`src/verilog/tci_params.svh`:
```
// Constants of the touch controller register port: addresses, offsets, resets, timing.
// Assumes inclusion by bare name from design files; definitions only.
`ifndef TCI_PARAMS_SVH
`define TCI_PARAMS_SVH

`define TCI_CLK_HZ         10000000
`define TCI_BIT_RATE_MAX   400000
`define TCI_BIT_CYC        (`TCI_CLK_HZ / `TCI_BIT_RATE_MAX)
`define TCI_BITS_PER_BYTE  4'h8

`define TCI_ADDR_W_PRI     8'hBA
`define TCI_ADDR_W_ALT     8'h28

`define TCI_REG_COMMAND    16'h8040
`define TCI_REG_CFG_VER    16'h8047
`define TCI_REG_X_LO       16'h8048
`define TCI_REG_X_HI       16'h8049
`define TCI_REG_Y_LO       16'h804A
`define TCI_REG_Y_HI       16'h804B
`define TCI_REG_TOUCH      16'h804C
`define TCI_REG_SWITCH1    16'h804D

`define TCI_RST_COMMAND    8'h00
`define TCI_RST_CFG_VER    8'h00
`define TCI_RST_X_LO       8'h00
`define TCI_RST_X_HI       8'h00
`define TCI_RST_Y_LO       8'h00
`define TCI_RST_Y_HI       8'h00
`define TCI_RST_TOUCH      8'h00
`define TCI_RST_SWITCH1    8'h00
`define TCI_RD_FILL        8'hFF

`endif

```
`src/verilog/tci_pkg.sv`:
```
// Types shared by the touch controller register port.
// Assumes nothing of its surroundings.
package tci_pkg;

   typedef enum logic [2:0] {
      st_idle,
      st_rx_byte,
      st_rx_ack,
      st_tx_byte,
      st_tx_ack
   } tci_state_e;

   typedef enum logic [1:0] {
      ph_addr,
      ph_ptr_hi,
      ph_ptr_lo,
      ph_data
   } tci_phase_e;

   typedef struct packed {
      logic scl;
      logic sda;
      logic scl_rise;
      logic scl_fall;
      logic start;
      logic stop;
   } tci_line_s;

   typedef struct packed {
      logic        en;
      logic [15:0] addr;
      logic [7:0]  data;
   } tci_wr_s;

   typedef struct packed {
      logic [7:0]  config_version;
      logic [15:0] x_resolution;
      logic [15:0] y_resolution;
      logic [7:0]  max_touch_points;
      logic [7:0]  feature_switch_one;
   } tci_cfg_s;

endpackage

```
`src/verilog/tci_i2c_slave.sv`:
```
// Serial register port of the touch controller: target-only two-wire bus engine.
// Assumes a bus master outside, an open-drain data wire resolved by the bench,
// and line inputs synchronous to clk_sys.
`timescale 1ns/1ps
`include "tci_params.svh"

module tci_i2c_slave import tci_pkg::*; (
   input  wire logic       clk_sys,
   input  wire logic       reset,
   input  wire logic       clk_en,
   input  wire logic       scl_in,
   input  wire logic       sda_in,
   input  wire logic       addr_sel,
   output logic            sda_out,
   output logic            sda_oe,
   output logic            addr_alt,
   output logic            busy,
   output tci_cfg_s        cfg,
   output logic            cmd_strobe,
   output logic      [7:0] cmd_value
);

   localparam int RESP_CYC_MAX = `TCI_BIT_CYC / 4;

   tci_line_s   line;
   tci_wr_s     wr;
   tci_state_e  state;
   tci_phase_e  phase;
   logic [3:0]  bit_cnt;
   logic [7:0]  shift;
   logic [15:0] ptr;
   logic        rw_read;
   logic        master_nack;
   logic        strap_taken;
   logic [7:0]  rd_data;

   tci_line_monitor u_line (
      .clk_sys (clk_sys),
      .reset   (reset),
      .clk_en  (clk_en),
      .scl_in  (scl_in),
      .sda_in  (sda_in),
      .line    (line)
   );

   tci_reg_file u_regs (
      .clk_sys    (clk_sys),
      .reset      (reset),
      .clk_en     (clk_en),
      .wr         (wr),
      .rd_addr    (ptr),
      .rd_data    (rd_data),
      .cfg        (cfg),
      .cmd_strobe (cmd_strobe),
      .cmd_value  (cmd_value)
   );

   wire logic [7:0] own_addr   = addr_alt ? `TCI_ADDR_W_ALT : `TCI_ADDR_W_PRI;
   wire logic       addr_match = (shift[7:1] == own_addr[7:1]);
   wire logic       byte_full  = (bit_cnt == `TCI_BITS_PER_BYTE);
   wire logic       ninth_fall = (state == st_rx_byte) && line.scl_fall && byte_full;
   wire logic       tx_done    = (state == st_tx_byte) && line.scl_fall && byte_full;
   wire tci_phase_e next_phase = (phase == ph_addr)   ? ph_ptr_hi :
                                 (phase == ph_ptr_hi) ? ph_ptr_lo : ph_data;

   // Each received data byte is handed to the register file at the current pointer.
   assign wr.en   = ninth_fall && (phase == ph_data);
   assign wr.addr = ptr;
   assign wr.data = shift;

   // The address strap is caught once, in the first enabled cycle after reset.
   always_ff @(posedge clk_sys or posedge reset) begin
      if (reset) begin
         strap_taken <= 1'b0;
         addr_alt    <= 1'b0;
      end else if (clk_en && !strap_taken) begin
         strap_taken <= 1'b1;
         addr_alt    <= addr_sel;
      end
   end

   always_ff @(posedge clk_sys or posedge reset) begin
      if (reset) begin
         sda_out <= 1'b0;
         busy    <= 1'b0;
      end else if (clk_en) begin
         sda_out <= 1'b0;
         busy    <= (state != st_idle);
      end
   end

   // Protocol engine. Drive changes happen one cycle after a detected falling
   // clock edge, so data is steady across the whole high phase of the clock.
   always_ff @(posedge clk_sys or posedge reset) begin
      if (reset) begin
         state       <= st_idle;
         phase       <= ph_addr;
         bit_cnt     <= 4'h0;
         shift       <= 8'h00;
         ptr         <= 16'h0000;
         rw_read     <= 1'b0;
         master_nack <= 1'b0;
         sda_oe      <= 1'b0;
      end else if (clk_en) begin
         if (line.start) begin
            state   <= st_rx_byte;
            phase   <= ph_addr;
            bit_cnt <= 4'h0;
            sda_oe  <= 1'b0;
         end else if (line.stop) begin
            state  <= st_idle;
            sda_oe <= 1'b0;
         end else begin
            case (state)
               st_idle: begin
                  sda_oe <= 1'b0;
               end
               st_rx_byte: begin
                  if (line.scl_rise) begin
                     shift   <= {shift[6:0], line.sda};
                     bit_cnt <= bit_cnt + 4'h1;
                  end else if (ninth_fall) begin
                     if (phase == ph_addr && !addr_match) begin
                        state <= st_idle;
                     end else begin
                        state  <= st_rx_ack;
                        sda_oe <= 1'b1;
                     end
                     if (phase == ph_addr) begin
                        rw_read <= shift[0];
                     end
                     if (phase == ph_ptr_hi) begin
                        ptr[15:8] <= shift;
                     end
                     if (phase == ph_ptr_lo) begin
                        ptr[7:0] <= shift;
                     end
                  end
               end
               st_rx_ack: begin
                  if (line.scl_fall) begin
                     bit_cnt <= 4'h0;
                     if (phase == ph_addr && rw_read) begin
                        state  <= st_tx_byte;
                        phase  <= ph_data;
                        shift  <= rd_data;
                        sda_oe <= ~rd_data[7];
                     end else begin
                        state  <= st_rx_byte;
                        sda_oe <= 1'b0;
                        phase  <= next_phase;
                        if (phase == ph_data) begin
                           ptr <= ptr + 16'h0001;
                        end
                     end
                  end
               end
               st_tx_byte: begin
                  if (line.scl_rise) begin
                     bit_cnt <= bit_cnt + 4'h1;
                  end else if (tx_done) begin
                     state  <= st_tx_ack;
                     sda_oe <= 1'b0;
                     ptr    <= ptr + 16'h0001;
                  end else if (line.scl_fall) begin
                     shift  <= {shift[6:0], 1'b0};
                     sda_oe <= ~shift[6];
                  end
               end
               st_tx_ack: begin
                  if (line.scl_rise) begin
                     master_nack <= line.sda;
                  end else if (line.scl_fall) begin
                     bit_cnt <= 4'h0;
                     if (master_nack) begin
                        state <= st_idle;
                     end else begin
                        state  <= st_tx_byte;
                        shift  <= rd_data;
                        sda_oe <= ~rd_data[7];
                     end
                  end
               end
               default: begin
                  state  <= st_idle;
                  sda_oe <= 1'b0;
               end
            endcase
         end
      end
   end
endmodule

```
`src/verilog/tci_line_monitor.sv`:
```
// Samples the serial clock and data lines and flags edges, start and stop.
// Assumes the line inputs are synchronous to clk_sys.
`timescale 1ns/1ps
module tci_line_monitor import tci_pkg::*; (
   input  wire logic clk_sys,
   input  wire logic reset,
   input  wire logic clk_en,
   input  wire logic scl_in,
   input  wire logic sda_in,
   output tci_line_s line
);

   logic scl_q;
   logic sda_q;
   logic scl_p;
   logic sda_p;

   always_ff @(posedge clk_sys or posedge reset) begin
      if (reset) begin
         scl_q <= 1'b1;
         sda_q <= 1'b1;
         scl_p <= 1'b1;
         sda_p <= 1'b1;
      end else if (clk_en) begin
         scl_q <= scl_in;
         sda_q <= sda_in;
         scl_p <= scl_q;
         sda_p <= sda_q;
      end
   end

   assign line.scl      = scl_q;
   assign line.sda      = sda_q;
   assign line.scl_rise = scl_q & ~scl_p;
   assign line.scl_fall = ~scl_q & scl_p;
   assign line.start    = scl_q & scl_p & sda_p & ~sda_q;
   assign line.stop     = scl_q & scl_p & ~sda_p & sda_q;

endmodule

```
`src/verilog/tci_reg_file.sv`:
```
// Register map behind the serial port: command byte and configuration bytes.
// Assumes one write strobe per byte from the protocol engine.
`timescale 1ns/1ps
`include "tci_params.svh"
module tci_reg_file import tci_pkg::*; (
   input  wire logic        clk_sys,
   input  wire logic        reset,
   input  wire logic        clk_en,
   input  tci_wr_s          wr,
   input  wire logic [15:0] rd_addr,
   output logic      [7:0]  rd_data,
   output tci_cfg_s         cfg,
   output logic             cmd_strobe,
   output logic      [7:0]  cmd_value
);

   localparam int NCFG = 7;

   logic [7:0] mem [0:NCFG-1];

   function automatic logic is_cfg(input logic [15:0] a);
      return (a >= `TCI_REG_CFG_VER) && (a <= `TCI_REG_SWITCH1);
   endfunction

   function automatic logic [2:0] cfg_idx(input logic [15:0] a);
      logic [15:0] d;
      d = a - `TCI_REG_CFG_VER;
      return d[2:0];
   endfunction

   wire logic wr_cfg = wr.en && is_cfg(wr.addr);
   wire logic wr_cmd = wr.en && (wr.addr == `TCI_REG_COMMAND);
   wire logic rd_ok  = is_cfg(rd_addr);

   always_ff @(posedge clk_sys or posedge reset) begin
      if (reset) begin
         mem[cfg_idx(`TCI_REG_CFG_VER)] <= `TCI_RST_CFG_VER;
         mem[cfg_idx(`TCI_REG_X_LO)]    <= `TCI_RST_X_LO;
         mem[cfg_idx(`TCI_REG_X_HI)]    <= `TCI_RST_X_HI;
         mem[cfg_idx(`TCI_REG_Y_LO)]    <= `TCI_RST_Y_LO;
         mem[cfg_idx(`TCI_REG_Y_HI)]    <= `TCI_RST_Y_HI;
         mem[cfg_idx(`TCI_REG_TOUCH)]   <= `TCI_RST_TOUCH;
         mem[cfg_idx(`TCI_REG_SWITCH1)] <= `TCI_RST_SWITCH1;
         cmd_strobe <= 1'b0;
         cmd_value  <= `TCI_RST_COMMAND;
      end else if (clk_en) begin
         cmd_strobe <= wr_cmd;
         if (wr_cmd) begin
            cmd_value <= wr.data;
         end
         if (wr_cfg) begin
            mem[cfg_idx(wr.addr)] <= wr.data;
         end
      end
   end

   // The command byte is write only; it and unmapped bytes read as filler.
   assign rd_data = rd_ok ? mem[cfg_idx(rd_addr)] : `TCI_RD_FILL;

   assign cfg.config_version     = mem[cfg_idx(`TCI_REG_CFG_VER)];
   assign cfg.x_resolution       = {mem[cfg_idx(`TCI_REG_X_HI)], mem[cfg_idx(`TCI_REG_X_LO)]};
   assign cfg.y_resolution       = {mem[cfg_idx(`TCI_REG_Y_HI)], mem[cfg_idx(`TCI_REG_Y_LO)]};
   assign cfg.max_touch_points   = mem[cfg_idx(`TCI_REG_TOUCH)];
   assign cfg.feature_switch_one = mem[cfg_idx(`TCI_REG_SWITCH1)];
endmodule
```
`config.mk`:
```
export PLATFORM = sky130hd
export DESIGN_NAME = tci_i2c_slave
export DESIGN_NICKNAME = d
export VERILOG_FILES = /design/src/verilog/tci_pkg.sv /design/src/verilog/tci_i2c_slave.sv /design/src/verilog/tci_line_monitor.sv /design/src/verilog/tci_reg_file.sv
export VERILOG_INCLUDE_DIRS = /design/src /design/src/verilog
export SDC_FILE = /design/constraint.sdc
export NUM_CORES = 1
export LEC_CHECK = 0
export BUFFER_PORTS_ARGS = -buffer_cell sky130_fd_sc_hd__buf_2
export CAP_MARGIN = 25
export CORE_ASPECT_RATIO = 1.1
export CORE_MARGIN = 2
export CORE_UTILIZATION = 40
export DETAILED_ROUTE_END_ITERATION = 12
export PLACE_DENSITY = 0.71
export SETUP_SLACK_MARGIN = 0.15
export SLEW_MARGIN = 25
export SYNTH_ARGS = -nofsm -noshare
export SYNTH_HDL_FRONTEND = slang
export SYNTH_SLANG_ARGS = --single-unit
```
`constraint.sdc`:
```
create_clock -name clk_sys -period 3.9 [get_ports clk_sys]
set_input_delay 0.975 -clock clk_sys [delete_from_list [all_inputs] [get_ports clk_sys]]
set_output_delay 0.975 -clock clk_sys [all_outputs]
set_load 0.01 [all_outputs]
```
==> results.tsv, run 1 <==
metric	value	unit
Finished Cell Area	6780	µm²
first-pass GRT wire length	25500	µm
Max VDD drop	0.231	mV
WP data required	4.14	ns
Max Clock Freq	350	MHz
top_reg_cell synth	dfrtp_1	
Worst-Margin Slew	0.909	ns
vias in the first global route	4849	
initial core utilization	41.2	%
Post-DRT Antenna Nets	0	
Seq/Total Area, Yosys	45.3	%
Fillers	1311	
clock latency on the worst-skew pair	0.35	ns
Vias	4920	
met3 Usage GRT	3.55	%
Post-route DRC	0	
clock sinks	108	
Post-CTS Setup Inserts	0	
Combinational Power Share	20.1	%
final setup fails	0	
Int Pwr	1880	µW
root buffer cell	clkbuf_16	
drt pass-1 iters	6	
flops & latches, synth	108	
CP endpoint kind	flip-flop	
power per cell area	431	nW/µm²
share of the clock period used by the worst path	73.3	%
largest net degree at the start of global routing	109	
Cell variety after synth	67	
EDFF count, synth	0	
CP cell instances	nor2b_1 -> buf_4 -> a32o_1 -> a311oi_1 -> o21a_1 -> mux2_2	
Final Slew Violations	0	
clock-pin slew on the worst setup and hold paths	0.08	ns
met2 Track Usage GR	33.0	%
DRT iter0 DRCs	452	
drt total wl	15800	µm
hpwl dp	10800	µm
fin crit period	2.86	ns
switching pwr	1040	µW
RD Place Congestion	0.890	
nature of the critical path startpoint	flip-flop	
sequential share of power	48.8	%
row count	46	
Final Hold Viols	0	
total negative slack	0	ns
initial antenna violation count	0	
CTS Buf Count	9	
port buffer count	73	
sw frac	35.7	%
Syn Inst Count	562	
Worst Path Arrival	3.10	ns
crit-path max cell delay	0.74	ns
Max FO, Critical Path	30	
clock share of power	31.1	%
FF+latch area	2710	µm²
clock skew	0.00698	ns
Layout area overhead	13.5	%
Post-synth ARST share	100	%
worst hold margin	0.500	ns
highest-delay cell along the critical path	dfrtp_1	
multi-input logic area	3000	µm²
syn_area_per_cell	10.6	µm²
Syn Nets	574	
Placed Cells	792	
GRT Residual Overflow	0	
max-cap viol count	0	
fin nets	623	
Mapped Area	5970	µm²
GRT met1 Usage	25.2	%
Post-Layout Cell Count	808	
layout cells sized above 1	32.1	%
Overall Power	2920	µW
post-CTS resize count	0	
core area	14500	µm²
R2R Setup Slk	1.04	ns
Post-DP Area	6480	µm²
total track usage	20.0	%
H-tree Lvls	3	
Die Y	132	µm
CTS Buffer Depth	2	
Slew HR	39.4	%
Die X	120	µm
Post-CTS Hold Buffers	0	
via/cell ratio	6.09	
WS Path Type	reg -> reg	
Static Leak	0.00318	µW
RSZ-0062 raised after global routing	no	
die area	15900	µm²
CTS tree	built	
GR peak layer	met2	
n_diodes	0	
Yosys warnings	0	
I/O pin cnt	75	
status	complete, no violations	
drt wl/cell	19.6	µm
Min-Delay Path Class	reg -> reg	
## path summary, 6_finish.rpt
check / cells after the start / end / startpoint
max in group asynchronous: 3 / u_regs.cmd_value[1] / reset
worst max register to register: 6 / shift[7] / state[2]
worst min register to register: 1 / u_regs.cmd_strobe / u_regs.cmd_strobe
worst min-delay path: 1 / u_regs.cmd_strobe / u_regs.cmd_strobe
worst max-delay path: 6 / shift[7] / state[2]
min in group asynchronous: 3 / u_regs.cmd_value[5] / reset
## flip-flops by register name (all words and copies together), names as in the netlist, 2 cells and up
signal            count
state                 3
phase                 2
bit_cnt               4
u_regs.cmd_value      8
shift                 8
ptr                  16
u_regs.cfg           56
## cell usage in the layout (no fill, tap or decap), types with 5 or more instances in the layout
master | Yosys | final
dfrtp_1 | 104 | 104
mux2_2 | 74 | 74
buf_2 | 9 | 73
nor2_1 | 29 | 29
nand2_1 | 25 | 25
o21ai_0 | 21 | 21
inv_1 | 21 | 20
nand3_1 | 19 | 19
mux2i_1 | 18 | 18
nor3_1 | 17 | 17
o22ai_1 | 15 | 15
a21oi_1 | 14 | 14
a31oi_1 | 14 | 14
nand2b_1 | 10 | 10
clkbuf_16 | 0 | 9
buf_4 | 2 | 9
o22a_1 | 7 | 7
o211ai_1 | 6 | 6
o221ai_1 | 6 | 6
ha_1 | 6 | 6
nand4_1 | 5 | 5
nor2b_1 | 5 | 5
and3_1 | 5 | 5
a211oi_1 | 5 | 5
a2bb2oi_1 | 5 | 5
## kinds of logic after synthesis
| group | after synthesis | synth area share (%) |
|---|---|---|
| muxes | 95 | 18.1 |
| buffers and inverters | 66 | 4.46 |
| DFF | 108 | 45.3 |
| and+or+nand+nor | 152 | 14.8 |
| xor gates and xnor gates | 4 | 0.713 |
| adders and majority gates | 6 | 1.26 |
| AOI/OAI and AO/OA | 130 | 15.3 |
| other | 1 | 0.0628 |
## Yosys cell counts, types with 3 or more instances
cell type | count | share of area [%]
a211oi_1 | 5 | 0.63
a21boi_0 | 4 | 0.50
a21o_1 | 4 | 0.50
a21oi_1 | 14 | 1.2
a221oi_1 | 4 | 0.59
a2bb2oi_1 | 5 | 0.73
a31oi_1 | 14 | 1.5
a32o_1 | 3 | 0.50
a41oi_1 | 4 | 0.59
and3_1 | 5 | 0.52
and3b_1 | 3 | 0.44
buf_1 | 4 | 0.25
buf_2 | 9 | 0.75
clkbuf_1 | 30 | 1.9
dfrtp_1 | 104 | 44
dfstp_2 | 4 | 1.8
ha_1 | 6 | 1.3
inv_1 | 21 | 1.3
mux2_2 | 74 | 14
mux2i_1 | 18 | 3.0
mux4_2 | 3 | 1.1
nand2_1 | 25 | 1.6
nand2b_1 | 10 | 1.0
nand3_1 | 19 | 1.6
nand4_1 | 5 | 0.52
nor2_1 | 29 | 1.8
nor2b_1 | 5 | 0.52
nor3_1 | 17 | 1.4
nor3b_1 | 3 | 0.38
nor4_1 | 4 | 0.42
o211ai_1 | 6 | 0.75
o21a_1 | 3 | 0.38
o21ai_0 | 21 | 1.8
o221ai_1 | 6 | 0.88
o22a_1 | 7 | 1.0
o22ai_1 | 15 | 1.6
o311ai_0 | 3 | 0.44
or2_2 | 3 | 0.31
or3_1 | 3 | 0.31
or3b_2 | 3 | 0.44
## through the flow
step | utilization (%) | worst slack (ns)
floorplan | - | 1.13
detailed placement | 44.7 | 0.784
CTS | 46.7 | 1.07
global route | 46.7 | 0.822
finish | 46.7 | 1.04
global placement | 44.7 | 0.813
## critical path, delay by kind of cell, from the launching register on
kind,cells,cell delay [ns]
compound gates,3,1.28
buf+inv,1,0.25
flops,1,0.74
mux,1,0.38
simple gates,1,0.10
## per-layer routing
metal  vias up  part of all wire (%)
met3        47                   6.3
met2       232                    49
met5         -                     0
li1       2203                     -
met4         0                   3.9
met1      2438                    41
## final cells by class
class                           count  share of cell area (%)
Clock inverter                      6                   0.997
Inverter                           21                    1.22
Sequential cell                   108                    40.0
Multi-Input combinational cell    388                    44.2
Timing Repair Buffer               83                    6.68
Clock buffer                       10                    3.38
Tap cell                          192                    3.55
## power by group through the flow
stage / Combinational [µW] / Clock (µW) / Sequential [µW]
5_1_grt: 645 / 970 / 1440
6_report: 587 / 908 / 1420
2_1_floorplan: 534 / 0 / 1280
3_3_place_gp: 550 / 0 / 1430
4_1_cts: 577 / 927 / 1420
3_5_place_dp: 573 / 0 / 1440
No activity file was read; power rests on OpenSTA's default activity.
==> run 2, diff against run 1 <==
--- a/config.mk
+++ b/config.mk
@@ -6,6 +6,7 @@
 export SDC_FILE = /design/constraint.sdc
 export NUM_CORES = 1
 export LEC_CHECK = 0
+export ABC_AREA = 1
 export BUFFER_PORTS_ARGS = -buffer_cell sky130_fd_sc_hd__buf_2
 export CAP_MARGIN = 25
 export CORE_ASPECT_RATIO = 1.1
==> constraint.sdc (replaced) <==
create_clock -name clk_sys -period 2.54 [get_ports clk_sys]
set_input_delay 0.635 -clock clk_sys [delete_from_list [all_inputs] [get_ports clk_sys]]
set_output_delay 0.635 -clock clk_sys [all_outputs]
set_load 0.01 [all_outputs]
==> results.tsv, run 2 <==
metric	value	unit
largest net degree at the start of global routing	109	
CTS Buf Count	9	
EDFF count, synth	0	
status	complete, no violations	
Post-DRT Antenna Nets	0	
max-cap viol count	0	
Seq/Total Area, Yosys	44.5	%
layout cells sized above 1	15.0	%
WP data required	2.83	ns
root buffer cell	clkbuf_16	
share of the clock period used by the worst path	83.6	%
Fillers	1508	
initial core utilization	40.7	%
GRT Residual Overflow	0	
synth top area cells	dfrtp_1 43%, nand2_1 20%, o21ai_1 4.5%, nand3_1 4.4%, o21ai_0 4.4%	
Syn Nets	859	
Post-CTS Setup Inserts	0	
Final Slew Violations	0	
core area	14900	µm²
cell with the most instances after synthesis	nand2_1	
R2R Setup Slk	0.42	ns
post-synth top area cell	dfrtp_1	
RSZ-0062 raised after global routing	no	
via/cell ratio	5.07	
WS Path Type	reg -> reg	
port buffer count	73	
post-CTS resize count	0	
total negative slack	0	ns
Cell variety after synth	34	
nature of the critical path startpoint	flip-flop	
CTS Buffer Depth	2	
die area	16200	µm²
first-pass GRT wire length	26700	µm
Max Clock Freq	471	MHz
Post-Layout Cell Count	1130	
total track usage	20.8	%
clock skew	0.0111	ns
fin nets	941	
Post-CTS Hold Buffers	0	
final setup fails	0	
top_reg_cell synth	dfrtp_1	
Max VDD drop	0.370	mV
Vias	5729	
fin crit period	2.12	ns
Worst-Margin Slew	0.598	ns
CP endpoint kind	flip-flop	
row count	47	
clock-pin slew on the worst setup and hold paths	0.08	ns
hpwl dp	11600	µm
drt pass-1 iters	6	
Synth top area share	42.8	%
Slew HR	60.2	%
worst hold margin	0.402	ns
Placed Cells	1114	
initial antenna violation count	0	
commonest non-fill, non-tap cells in the layout	324 x nand2_1, 104 x dfrtp_1, 73 x buf_2	
Post-synth ARST share	100	%
Die Y	133	µm
Max FO, Critical Path	13	
power per cell area	919	nW/µm²
H-tree Lvls	3	
DRT iter0 DRCs	545	
drt total wl	16300	µm
syn_area_per_cell	7.18	µm²
clock sinks	108	
CTS tree	built	
n_diodes	0	
Yosys warnings	0	
drt wl/cell	14.4	µm
I/O pin cnt	75	
Final Hold Viols	0	
Worst Path Arrival	2.41	ns
Die X	122	µm
Layout area overhead	16.5	%
Static Leak	0.00368	µW
Min-Delay Path Class	in -> async	
Post-route DRC	0	
clock latency on the worst-skew pair	0.36	ns
Finished Cell Area	7090	µm²
commonest non-fill, non-tap cell in the layout	nand2_1	
Post-DP Area	6750	µm²
RD Place Congestion	0.966	
max reg flops	56	
Syn Inst Count	847	
vias in the first global route	5340	
Mapped Area	6080	µm²
Commonest cells post-synth	324 x nand2_1, 104 x dfrtp_1, 70 x inv_1	
flops & latches, synth	108	
run 2: cell type report:
type                            instances  area, µm²  share of cell area (%)
Timing Repair Buffer                   98        578                    8.16
Sequential cell                       108       2710                    38.2
Tap cell                              196        245                    3.46
Clock inverter                          6       95.1                    1.34
Inverter                               75        285                    4.03
Clock buffer                           10        239                    3.37
Multi-Input combinational cell        637       2940                    41.4
run 2: critical path, stage by stage, from the launching register on:
cell,delay [ns]
dfrtp_1,0.43
clkinv_1,0.14
ha_1,0.32
inv_1,0.34
buf_4,0.24
nand2_1,0.06
nand2_1,0.10
nand2_1,0.08
nand2_1,0.07
inv_1,0.03
nand3_1,0.06
nand2_1,0.05
a21oi_1,0.11
run 2: power by group:
group / switching [µW] / total (µW) / internal [µW]
Sequential: 288 / 2270 / 1980
Clock: 674 / 1580 / 902
Combinational: 1950 / 2670 / 718
Total: 2910 / 6510 / 3600
run 2: per-stage QoR:
stage | utilization (%) | power, µW | setup WS (ns)
6_report | 47.4 | 6510 | 0.417
5_1_grt | 47.4 | 6990 | 0.189
4_1_cts | 47.4 | 6520 | 0.425
3_5_place_dp | 45.2 | 4930 | 0.440
3_3_place_gp | 45.2 | 4920 | 0.467
2_1_floorplan | - | 4100 | 0.193
run 2: layer usage:
layer | GRT usage [%] | vias up | share of wire [%]
met5 | 0 | - | 0
met4 | 8.62 | 0 | 2.4
met3 | 3.25 | 26 | 5.5
met2 | 33.7 | 164 | 48
met1 | 27.7 | 2651 | 44
li1 | - | 2888 | -
run 2: cells by family after synthesis:
| group | Yosys count | share of synthesized area (%) |
|---|---|---|
| adder cells (fa/ha/maj) | 6 | 1.23 |
| AO/OA/AOI/OAI | 138 | 11.6 |
| flip-flops | 108 | 44.5 |
| buffers and inverters | 102 | 7.26 |
| AND/OR/NAND/NOR | 486 | 34.5 |
| other | 1 | 0.0617 |
| XOR/XNOR | 6 | 0.864 |
run 2: final timing paths:
kind,start,to,depth (start not counted)
min,reset,u_regs.cfg[41],3
max in group asynchronous,reset,bit_cnt[3],3
max reg2reg,ptr[0],shift[5],12
min reg2reg,strap_taken,strap_taken,2
max,ptr[0],shift[5],12
min in group clk_sys,strap_taken,strap_taken,2
